File: src/common/rwa_map.vh
// rwa_map.vh: register offsets, field positions, reset values and counts
// for the receive word aligner; definitions only, included by bare name.
`ifndef RWA_MAP_VH
`define RWA_MAP_VH

// register byte offsets on the wishbone slave
`define RWA_ADR_CTRL 8'h00
`define RWA_ADR_PAT 8'h04
`define RWA_ADR_SMCFG 8'h08
`define RWA_ADR_RLVCFG 8'h0C
`define RWA_ADR_STATUS 8'h10

// control register fields
`define RWA_CTRL_MODE_LO 0
`define RWA_CTRL_MODE_HI 1
`define RWA_CTRL_W10 2
`define RWA_CTRL_LEN7 3
`define RWA_CTRL_REV 4
`define RWA_CTRL_PIPE 5
`define RWA_CTRL_ENC 6
`define RWA_CTRL_RST 32'h0000_0044

// operating modes
`define RWA_MODE_MANUAL 2'h0
`define RWA_MODE_SLIP 2'h1
`define RWA_MODE_AUTO 2'h2

// pattern register and masks
`define RWA_PAT_RST 32'h0000_017C
`define RWA_MASK7 10'h07F
`define RWA_MASK10 10'h3FF

// sync machine configuration: each field holds count minus one
`define RWA_SM_ERR_LO 0
`define RWA_SM_ERR_HI 5
`define RWA_SM_GOOD_LO 8
`define RWA_SM_GOOD_HI 15
`define RWA_SM_SYNC_LO 16
`define RWA_SM_SYNC_HI 19
`define RWA_SMCFG_RST 32'h0002_0303

// run length configuration: steps minus one
`define RWA_RLV_LO 0
`define RWA_RLV_HI 4
`define RWA_RLVCFG_RST 32'h0000_001F
`define RWA_RLV_UNIT8 8'h04
`define RWA_RLV_UNIT10 8'h05
`define RWA_RLV_HOLD 2'h2

// status register fields
`define RWA_ST_SYNC 0
`define RWA_ST_RLV 1
`define RWA_ST_AUTO 2
`define RWA_ST_BND_LO 4
`define RWA_ST_BND_HI 7

// word widths and 8b/10b disparity limits
`define RWA_W8_LAST 4'h7
`define RWA_W10_LAST 4'h9
`define RWA_ONES_MIN 4'h4
`define RWA_ONES_MAX 4'h6

`endif

File: src/rwa_word_aligner.v
// rwa_word_aligner.v: receive word aligner with manual, bit-slip and automatic
// sync modes, run length check, polarity inversion and bit reversal.
// assumes des_data_i comes from the deserializer on clk_i (the parallel recovered
// clock), lsb received first; fabric controls may come from another clock.
//
// Implementation choices: the register addresses and register access over Wishbone.
`timescale 1ns/1ns
`include "rwa_map.vh"

// Contract
// - manual, bit-slip and automatic modes; pattern lengths 16 or 7/10 bits by width.
// - 8-bit manual: align-enable rising edge after reset starts a pattern search.
// - 8-bit manual: realign to a new boundary only after a fresh rising edge.
// - 10-bit manual: while enable high, search pattern or complement, update boundary.
// - 10-bit manual: enable low keeps the present boundary.
// - manual: boundary update pulses sync and detect one cycle with pattern MSB word.
// - sync and detect carry the same latency as the data path.
// - manual: pattern at established boundary pulses detect only.
// - bit-slip: each slip request rising edge shifts the boundary by one bit.
// - bit-slip: slipped data matching pattern pulses detect for one cycle.
// - automatic mode only with 8b/10b data at 10-bit width.
// - loss count 1 to 64 and good-run count 1 to 256 are programmable.
// - automatic: after reset search sync groups; sync high after programmed count.
// - automatic: sync drops after programmed errors without good groups; reacquire.
// - run length flag at thresholds 4..128 step 4 or 5..160 step 5.
// - run length output lasts at least two clock cycles.
// - polarity invert flips every input bit, changeable at any time.
// - polarity invert is unavailable in pipe mode.
// - bit reversal reverses output order; static, dynamic only in bit-slip.
// - number of bits slipped is reported on its own output.
// - input words are 8 or 10 bits, lsb first.
module rwa_word_aligner (
    // clock and reset
    input wire clk_i,
    input wire rst_i,
    // wishbone slave
    input wire wb_cyc_i,
    input wire wb_stb_i,
    input wire wb_we_i,
    input wire [7:0] wb_adr_i,
    input wire [3:0] wb_sel_i,
    input wire [31:0] wb_dat_i,
    output reg [31:0] wb_dat_o,
    output reg wb_ack_o,
    // deserializer data
    input wire [9:0] des_data_i,
    // fabric controls
    input wire align_en_i,
    input wire slip_req_i,
    input wire inv_pol_i,
    input wire rev_order_i,
    // aligned stream and status
    output reg [9:0] data_o,
    output reg sync_status_o,
    output reg pat_det_o,
    output wire rlv_o,
    output wire [3:0] slip_count_o
);

    localparam [1:0] ST_LOSS = 2'b00;
    localparam [1:0] ST_SYNC = 2'b01;

    ////////////////////////////////////////////////////////////////////////////
    // functions

    // twenty-bit window starting k bits into the history
    function [19:0] win_at;
        input [29:0] h;
        input [3:0] k;
        reg [29:0] t;
        begin
            t = h >> k;
            win_at = t[19:0];
        end
    endfunction

    // pattern compare on a window; complement accepted at 10-bit width
    function is_match;
        input [19:0] c;
        input w10;
        input len7;
        input [15:0] pat;
        reg [9:0] m;
        begin
            m = len7 ? `RWA_MASK7 : `RWA_MASK10;
            if (w10) begin
                is_match = ((c[19:10] & m) == (pat[9:0] & m)) || ((c[19:10] & m) == (~pat[9:0] & m));
            end else begin
                is_match = (c[15:0] == pat);
            end
        end
    endfunction

    // newest word of a window
    function [9:0] out_word;
        input [19:0] c;
        input w10;
        begin
            out_word = w10 ? c[19:10] : {2'b00, c[15:8]};
        end
    endfunction

    // bit order reversal within the active width
    function [9:0] rev_word;
        input [9:0] w;
        input w10;
        integer i;
        begin
            rev_word = 10'h000;
            for (i = 0; i < 10; i = i + 1) begin
                if (w10) begin
                    rev_word[i] = w[9 - i];
                end else if (i < 8) begin
                    rev_word[i] = w[7 - i];
                end
            end
        end
    endfunction

    // count of ones in a 10-bit code group
    function [3:0] ones;
        input [9:0] w;
        integer i;
        begin
            ones = 4'h0;
            for (i = 0; i < 10; i = i + 1) begin
                ones = ones + {3'b000, w[i]};
            end
        end
    endfunction

    ////////////////////////////////////////////////////////////////////////////
    // registers

    reg [31:0] ctrl_q;
    reg [31:0] pat_q;
    reg [31:0] smcfg_q;
    reg [31:0] rlvcfg_q;
    reg rlv_sticky_q;

    wire [1:0] mode = ctrl_q[`RWA_CTRL_MODE_HI:`RWA_CTRL_MODE_LO];
    wire w10 = ctrl_q[`RWA_CTRL_W10];
    wire len7 = ctrl_q[`RWA_CTRL_LEN7];
    wire pipe_mode = ctrl_q[`RWA_CTRL_PIPE];
    wire enc = ctrl_q[`RWA_CTRL_ENC];
    wire [3:0] last_bit = w10 ? `RWA_W10_LAST : `RWA_W8_LAST;
    wire auto_ok = (mode == `RWA_MODE_AUTO) && w10 && enc;

    ////////////////////////////////////////////////////////////////////////////
    // control input synchronisers: three flops, change taken when 2nd and 3rd agree

    reg [3:0] s1_q;
    reg [3:0] s2_q;
    reg [3:0] s3_q;
    reg [3:0] flt_q;
    reg [3:0] flt_prev_q;
    wire [3:0] rise = flt_q & ~flt_prev_q;

    always @(posedge clk_i) begin
        if (rst_i) begin
            s1_q <= 4'h0;
            s2_q <= 4'h0;
            s3_q <= 4'h0;
            flt_q <= 4'h0;
            flt_prev_q <= 4'h0;
        end else begin
            s1_q <= {rev_order_i, inv_pol_i, slip_req_i, align_en_i};
            s2_q <= s1_q;
            s3_q <= s2_q;
            flt_q <= (s2_q & s3_q) | (flt_q & (s2_q ^ s3_q));
            flt_prev_q <= flt_q;
        end
    end

    wire en_lvl = flt_q[0];
    wire en_rise = rise[0];
    wire slip_rise = rise[1];
    wire inv_on = flt_q[2] & ~pipe_mode;
    wire rev_on = (mode == `RWA_MODE_SLIP) ? flt_q[3] : ctrl_q[`RWA_CTRL_REV];

    ////////////////////////////////////////////////////////////////////////////
    // input inversion and word history

    wire [9:0] cur = inv_on ? ~des_data_i : des_data_i;
    reg [9:0] p1_q;
    reg [9:0] p2_q;

    always @(posedge clk_i) begin
        if (rst_i) begin
            p1_q <= 10'h000;
            p2_q <= 10'h000;
        end else begin
            p1_q <= cur;
            p2_q <= p1_q;
        end
    end

    // lsb-first history, newest word highest
    wire [29:0] hist = w10 ? {cur, p1_q, p2_q} : {6'h00, cur[7:0], p1_q[7:0], p2_q[7:0]};

    ////////////////////////////////////////////////////////////////////////////
    // pattern search over all boundaries

    reg [3:0] bnd_q;
    reg found;
    reg [3:0] found_k;
    integer k;

    always @* begin
        found = 1'b0;
        found_k = 4'h0;
        for (k = 0; k < 10; k = k + 1) begin
            if (k[3:0] <= last_bit && !found &&
                is_match(win_at(hist, k[3:0]), w10, len7, pat_q[15:0])) begin
                found = 1'b1;
                found_k = k[3:0];
            end
        end
    end

    wire match_b = is_match(win_at(hist, bnd_q), w10, len7, pat_q[15:0]);

    ////////////////////////////////////////////////////////////////////////////
    // alignment control for all three modes

    reg armed_q;
    reg [1:0] st_q;
    reg [4:0] gsync_q;
    reg [6:0] err_q;
    reg [8:0] grun_q;
    reg [3:0] bnd_d;
    reg armed_d;
    reg [1:0] st_d;
    reg [4:0] gsync_d;
    reg [6:0] err_d;
    reg [8:0] grun_d;
    reg sync_d;
    reg det_d;
    reg [3:0] bsel;
    reg [4:0] gnext;

    wire [4:0] sync_need = {1'b0, smcfg_q[`RWA_SM_SYNC_HI:`RWA_SM_SYNC_LO]} + 5'h01;
    wire [6:0] err_need = {1'b0, smcfg_q[`RWA_SM_ERR_HI:`RWA_SM_ERR_LO]} + 7'h01;
    wire [8:0] good_need = {1'b0, smcfg_q[`RWA_SM_GOOD_HI:`RWA_SM_GOOD_LO]} + 9'h001;
    wire [9:0] word_b = out_word(win_at(hist, bnd_q), w10);
    wire [3:0] word_ones = ones(word_b);
    wire word_bad = (word_ones < `RWA_ONES_MIN) || (word_ones > `RWA_ONES_MAX);

    always @* begin
        bnd_d = bnd_q;
        armed_d = armed_q;
        st_d = st_q;
        gsync_d = gsync_q;
        err_d = err_q;
        grun_d = grun_q;
        sync_d = 1'b0;
        det_d = 1'b0;
        gnext = 5'h00;
        case (mode)
            `RWA_MODE_MANUAL: begin
                if (!w10) begin
                    if (en_rise) begin
                        armed_d = 1'b1;
                    end
                    if (match_b) begin
                        det_d = 1'b1;
                        armed_d = 1'b0;
                    end else if (armed_q && found) begin
                        bnd_d = found_k;
                        armed_d = 1'b0;
                        sync_d = 1'b1;
                        det_d = 1'b1;
                    end
                end else begin
                    armed_d = 1'b0;
                    if (match_b) begin
                        det_d = 1'b1;
                    end else if (en_lvl && found) begin
                        bnd_d = found_k;
                        sync_d = 1'b1;
                        det_d = 1'b1;
                    end
                end
            end
            `RWA_MODE_SLIP: begin
                if (slip_rise) begin
                    bnd_d = (bnd_q >= last_bit) ? 4'h0 : bnd_q + 4'h1;
                end
                det_d = match_b;
            end
            `RWA_MODE_AUTO: begin
                if (!auto_ok) begin
                    st_d = ST_LOSS;
                    gsync_d = 5'h00;
                end else begin
                    case (st_q)
                        ST_LOSS: begin
                            if (match_b) begin
                                det_d = 1'b1;
                                gnext = gsync_q + 5'h01;
                            end else if (found) begin
                                bnd_d = found_k;
                                det_d = 1'b1;
                                gnext = 5'h01;
                            end else begin
                                gnext = gsync_q;
                            end
                            gsync_d = gnext;
                            if (gnext >= sync_need) begin
                                st_d = ST_SYNC;
                                gsync_d = 5'h00;
                                err_d = 7'h00;
                                grun_d = 9'h000;
                            end
                        end
                        ST_SYNC: begin
                            det_d = match_b;
                            if (word_bad) begin
                                grun_d = 9'h000;
                                err_d = err_q + 7'h01;
                                if (err_q + 7'h01 >= err_need) begin
                                    st_d = ST_LOSS;
                                    gsync_d = 5'h00;
                                end
                            end else if (err_q != 7'h00) begin
                                grun_d = grun_q + 9'h001;
                                if (grun_q + 9'h001 >= good_need) begin
                                    err_d = err_q - 7'h01;
                                    grun_d = 9'h000;
                                end
                            end
                        end
                        default: begin
                            st_d = ST_LOSS;
                        end
                    endcase
                end
                sync_d = (st_d == ST_SYNC);
            end
            default: begin
                armed_d = 1'b0;
            end
        endcase
        // a boundary found this cycle also selects this cycle's output word
        bsel = (mode == `RWA_MODE_SLIP) ? bnd_q : bnd_d;
    end

    wire [9:0] word_sel = out_word(win_at(hist, bsel), w10);

    // state, boundary and aligned outputs on one register stage
    always @(posedge clk_i) begin
        if (rst_i) begin
            bnd_q <= 4'h0;
            armed_q <= 1'b0;
            st_q <= ST_LOSS;
            gsync_q <= 5'h00;
            err_q <= 7'h00;
            grun_q <= 9'h000;
            data_o <= 10'h000;
            sync_status_o <= 1'b0;
            pat_det_o <= 1'b0;
        end else begin
            bnd_q <= bnd_d;
            armed_q <= armed_d;
            st_q <= st_d;
            gsync_q <= gsync_d;
            err_q <= err_d;
            grun_q <= grun_d;
            data_o <= rev_on ? rev_word(word_sel, w10) : word_sel;
            sync_status_o <= sync_d;
            pat_det_o <= det_d;
        end
    end

    assign slip_count_o = bnd_q;

    ////////////////////////////////////////////////////////////////////////////
    // run length violation check on the input stream after optional polarity inversion

    reg [7:0] run_q;
    reg last_q;
    reg [1:0] hold_q;
    reg [7:0] run_d;
    reg last_d;
    reg viol;
    integer i;

    wire [7:0] steps = {3'b000, rlvcfg_q[`RWA_RLV_HI:`RWA_RLV_LO]} + 8'h01;
    wire [7:0] rlv_thr = steps * (w10 ? `RWA_RLV_UNIT10 : `RWA_RLV_UNIT8);

    always @* begin
        run_d = run_q;
        last_d = last_q;
        viol = 1'b0;
        for (i = 0; i < 10; i = i + 1) begin
            if (i[3:0] <= last_bit) begin
                if (cur[i] == last_d) begin
                    run_d = (run_d == 8'hFF) ? run_d : run_d + 8'h01;
                end else begin
                    run_d = 8'h01;
                end
                last_d = cur[i];
                if (run_d >= rlv_thr) begin
                    viol = 1'b1;
                end
            end
        end
    end

    always @(posedge clk_i) begin
        if (rst_i) begin
            run_q <= 8'h00;
            last_q <= 1'b0;
            hold_q <= 2'h0;
        end else begin
            run_q <= run_d;
            last_q <= last_d;
            if (viol) begin
                hold_q <= `RWA_RLV_HOLD;
            end else if (hold_q != 2'h0) begin
                hold_q <= hold_q - 2'h1;
            end
        end
    end

    assign rlv_o = (hold_q != 2'h0);

    ////////////////////////////////////////////////////////////////////////////
    // wishbone slave: ack one cycle after the strobe, unmapped reads zero

    wire wb_req = wb_cyc_i & wb_stb_i & ~wb_ack_o;
    wire wb_wr = wb_req & wb_we_i;
    wire [31:0] wmask = {{8{wb_sel_i[3]}}, {8{wb_sel_i[2]}}, {8{wb_sel_i[1]}}, {8{wb_sel_i[0]}}};
    wire [31:0] wnew_ctrl = (ctrl_q & ~wmask) | (wb_dat_i & wmask);
    wire [31:0] wnew_pat = (pat_q & ~wmask) | (wb_dat_i & wmask);
    wire [31:0] wnew_sm = (smcfg_q & ~wmask) | (wb_dat_i & wmask);
    wire [31:0] wnew_rlv = (rlvcfg_q & ~wmask) | (wb_dat_i & wmask);
    wire st_clr = wb_wr && (wb_adr_i == `RWA_ADR_STATUS) && wmask[`RWA_ST_RLV] && wb_dat_i[`RWA_ST_RLV];

    reg [31:0] rd_d;

    // read data mux
    always @* begin
        rd_d = 32'h0000_0000;
        case (wb_adr_i)
            `RWA_ADR_CTRL: rd_d = ctrl_q;
            `RWA_ADR_PAT: rd_d = pat_q;
            `RWA_ADR_SMCFG: rd_d = smcfg_q;
            `RWA_ADR_RLVCFG: rd_d = rlvcfg_q;
            `RWA_ADR_STATUS: begin
                rd_d[`RWA_ST_SYNC] = sync_status_o;
                rd_d[`RWA_ST_RLV] = rlv_sticky_q;
                rd_d[`RWA_ST_AUTO] = (st_q == ST_SYNC);
                rd_d[`RWA_ST_BND_HI:`RWA_ST_BND_LO] = bnd_q;
            end
            default: rd_d = 32'h0000_0000;
        endcase
    end

    // register writes, ack and read data
    always @(posedge clk_i) begin
        if (rst_i) begin
            ctrl_q <= `RWA_CTRL_RST;
            pat_q <= `RWA_PAT_RST;
            smcfg_q <= `RWA_SMCFG_RST;
            rlvcfg_q <= `RWA_RLVCFG_RST;
            rlv_sticky_q <= 1'b0;
            wb_ack_o <= 1'b0;
            wb_dat_o <= 32'h0000_0000;
        end else begin
            wb_ack_o <= wb_req;
            if (wb_req) begin
                wb_dat_o <= rd_d;
            end
            if (wb_wr && wb_adr_i == `RWA_ADR_CTRL) begin
                ctrl_q <= wnew_ctrl;
            end
            if (wb_wr && wb_adr_i == `RWA_ADR_PAT) begin
                pat_q <= wnew_pat;
            end
            if (wb_wr && wb_adr_i == `RWA_ADR_SMCFG) begin
                smcfg_q <= wnew_sm;
            end
            if (wb_wr && wb_adr_i == `RWA_ADR_RLVCFG) begin
                rlvcfg_q <= wnew_rlv;
            end
            // a violation in the clearing cycle keeps the flag set
            if (viol) begin
                rlv_sticky_q <= 1'b1;
            end else if (st_clr) begin
                rlv_sticky_q <= 1'b0;
            end
        end
    end

endmodule

File: config.mk
export PLATFORM = sky130hd
export DESIGN_NAME = rwa_word_aligner
export DESIGN_NICKNAME = d
export VERILOG_FILES = /design/src/rwa_word_aligner.v
export VERILOG_INCLUDE_DIRS = /design/src /design/src/common
export SDC_FILE = /design/constraint.sdc
export NUM_CORES = 1
export LEC_CHECK = 0
export ABC_CLOCK_PERIOD_IN_PS = 21300
export BUFFER_PORTS_ARGS = -buffer_cell sky130_fd_sc_hd__buf_2
export CAP_MARGIN = 20
export CORE_UTILIZATION = 31
export CTS_CLUSTER_DIAMETER = 50
export CTS_CLUSTER_SIZE = 40
export DETAILED_ROUTE_END_ITERATION = 8
export PLACE_DENSITY = 0.55
export SYNTH_ARGS = -nofsm -noshare
export SYNTH_HDL_FRONTEND = slang
export SYNTH_SLANG_ARGS = --single-unit
File: constraint.sdc
create_clock -name clk_i -period 21.3 [get_ports clk_i]
set_input_delay 2.13 -clock clk_i [delete_from_list [all_inputs] [get_ports clk_i]]
set_output_delay 2.13 -clock clk_i [all_outputs]
set_load 0.005 [all_outputs]
==> impl_metrics.yaml <==
worst_hold_path:
  min_path_type: "reg2reg"
  hold_end: "s2_q[3]"
  min_from: "s1_q[3]"
  whs_path_depth: 1
setup_path:
  cp-end-kind: "register"
  ff2ff_path_depth: 73
  required_ns: 21.82
  crit_buf_inv: 2
  path_max_fanout: 13
  slowest_delay_ns: 0.62
  path_delay_family: "simple AND/OR/NAND/NOR gates"
  critical_path.slowest_cell: "or4_1"
  start_kind: "input port"
  critPathKind: "in2reg"
  r2r-start: "run_q[0]"
  ff2ff_setup_slack_ns: 3.35
  path_common_cell: "ha_1"
  cp_data_arrival_time_ns: 19.13
  rr_endpoint: "hold_q[0]"
placed_design:
  pre_cts_ws_ns: 2.41
  finalWeightedCongestion: 0.909
  io_buffers: 112
  dp_hpwl_mm: 56.1
  dp.cells: 3855
floorplanning:
  start_util: 0.314
  dieArea_um2: 76800
  dieWidth_um: 277
  core_um2: 74700
  io_pins: 113
  rows: 100
  die_height_um: 277
timing:
  fin_crit_sh: 0.874
  fmax_ghz: 0.0537
  slew-limit-headroom: 0.221
  worstMarginPinSlew_ns: 1.16
  finalSetupViolCount: 0
  slew_violations: 0
  hold_violations: 0
  fin_setup_tns_ns: 0
  rsz0062_at_grt: "no"
  finalCriticalPeriod_ns: 18.62
  fin_worst_skew_ns: 0.0453
  layout_setup_ws_ns: 2.68
clock_network:
  cts_max_level: 1
  cts_tree: "done"
  post_cts_buffers: 0
  cts.sinks: 251
  numCtsBuffers: 26
  clockBufferDepth: 3
  clock_latency_ns: 0.60
  cts-root-buf: "clkbuf_16"
  holdBufCountCts: 0
  cts_resized: 0
  clk_pin_slew_worst_paths_ns: 0.09
finish:
  final_cells: 3904
  diodes: 0
  drive_gt1_frac: 0.128
  fin_nets: 3127
  area_growth_pct: 10.5
route:
  wl_per_cell_um: 19.8
  drc: 0
  drt_wl_total_mm: 77.2
  ant_nets: 0
  drt-pass1-iter-count: 5
  vias_per_cell: 5.53
  drt_iter0_markers: 1895
  via_count: 21600
logic_synthesis:
  synth_cells: 2926
  yosys_warnings: 0
  ys_seq_area_frac: 0.214
  syn_avg_cell_area_um2: 8.02
  syn_nets: 3138
  synth_cell_types: 111
  synth_top_area_frac: 0.214
  synth_top_cell_by_area: "dfxtp_1"
  synth-edff-count: 0
  ys_ff_latch: 251
  synthesis.area_um2: 23500
  synthTopCellsByArea: "dfxtp_1 21%, mux2i_1 7.8%, ha_1 7.6%"
  ys_async_sr_fraction: 0
  synth_flop_cell: "dfxtp_1"
global_routing:
  grt-ovfl-total: 0
  grt_pass1_wl_mm: 121
  grt_usage: 0.195
  grt_max_degree: 87
  antenna_found_initial: 2
  grt_pass1_vias: 20300
pwr:
  p_leak_nw: 10.4
  peakVddDrop_v: 0.0000604
  p_per_area_nw_per_um2: 48.2
  power.total_mw: 1.25
status:
  run_status: "finished clean"
run:
  maxCapViolCount: 0
==> cells in the final DEF, fill, tap and decap left out, types with 14 or more instances in the layout <==
cell,count
nor2_1,268
a21oi_1,186
nor4_1,41
ha_1,142
mux4_2,48
clkbuf_16,26
nand2_1,254
or2_2,17
dfxtp_1,250
xnor2_1,180
nand4_1,62
nor3_1,63
buf_2,111
and3_1,40
o21ai_0,82
nand2b_1,46
o21a_1,17
mux2_2,28
nor2b_1,48
buf_4,52
xor2_1,159
or3_1,15
o211ai_1,24
o31ai_1,14
and2_1,29
inv_1,65
mux2i_1,174
a31oi_1,25
a21o_1,22
a211oi_1,25
nand3_1,136
==> stage by stage <==
step | utilization | hold slack (ns) | area (µm²)
final | 0.347 | 0.431 | 25900
after global routing | 0.347 | 0.434 | 25900
after CTS | 0.347 | 0.432 | 25900
after detailed placement | 0.334 | 0.425 | 24900
after global placement | 0.334 | 0.417 | 24900
after floorplan | - | 0.414 | 23500
==> power breakdown <==
part	leakage, nW	switching, mW	total [mW]	internal [mW]
sequential	2.03	0.00661	0.481	0.474
combinational	7.94	0.162	0.259	0.0970
clock	0.467	0.249	0.509	0.261
total	10.4	0.418	1.25	0.832
==> worst register-to-register path, delay by kind of cell (launching register included) <==
kind / cells / cell delay, ns
AOI/OAI and AO/OA: 19 / 4.01
xor gates and xnor gates: 2 / 0.41
adders and majority gates: 11 / 3.32
buffers and inverters: 1 / 0.18
DFF: 1 / 0.50
muxes: 2 / 0.38
and+or+nand+nor: 38 / 9.04
==> per-layer routing <==
layer,up-vias,track usage,wire [µm]
li1,10500,-,-
met3,94,0.0247,4900
met2,674,0.301,33500
met5,-,0,12
met4,2,0.0403,1510
met1,10300,0.287,37300
==> cells by family after synthesis <==
kind of cell / Yosys count / share of synthesized area
adder cells (fa/ha/maj): 149 / 0.0817
multiplexers: 259 / 0.138
buffers and inverters: 274 / 0.0452
XOR/XNOR: 343 / 0.129
AO/OA/AOI/OAI: 552 / 0.156
AND/OR/NAND/NOR: 1098 / 0.237
flip-flops: 251 / 0.214
==> cell usage after synthesis, types with 13 or more instances <==
library cell	number
clkbuf_1	143
nand2b_1	46
nor2b_1	49
a21o_1	22
nor4_1	42
and3_1	40
nor2_1	269
xnor2_1	180
mux2_2	28
nand2_1	254
or2_2	17
buf_2	13
or3_1	15
nor3_1	66
a211oi_1	25
dfxtp_1	251
xor2_1	161
ha_1	142
inv_1	65
mux2i_1	182
a21oi_1	188
buf_1	45
o21a_1	17
nand4_1	62
a31oi_1	25
o211ai_1	24
mux4_2	48
nand3_1	136
o21ai_0	83
o31ai_1	14
and2_1	29
==> worst max-delay path by stage <==
| stage | depth (start not counted) | to | slack (ns) | start |
|---|---|---|---|---|
| 2_1_floorplan | 76 | hold_q[0] | 5.14 | des_data_i[0] |
| 3_3_place_gp | 70 | hold_q[0] | 2.66 | des_data_i[0] |
| 3_5_place_dp | 72 | hold_q[0] | 2.41 | des_data_i[0] |
| 4_1_cts | 72 | hold_q[0] | 2.96 | des_data_i[0] |
| 5_1_grt | 72 | rlv_sticky_q | 1.14 | des_data_i[0] |
| 6_report | 72 | hold_q[0] | 2.68 | des_data_i[0] |
==> cell type report <==
cell class	count	area (µm²)
clock buffers	27	664
clock inverters	21	313
fillers	7738	48800
inverters	70	263
multi-input cells	2401	17500
flip-flops and latches	251	5030
well taps	969	1210
repair buffers	165	975
No activity file was read; power rests on OpenSTA's default activity.
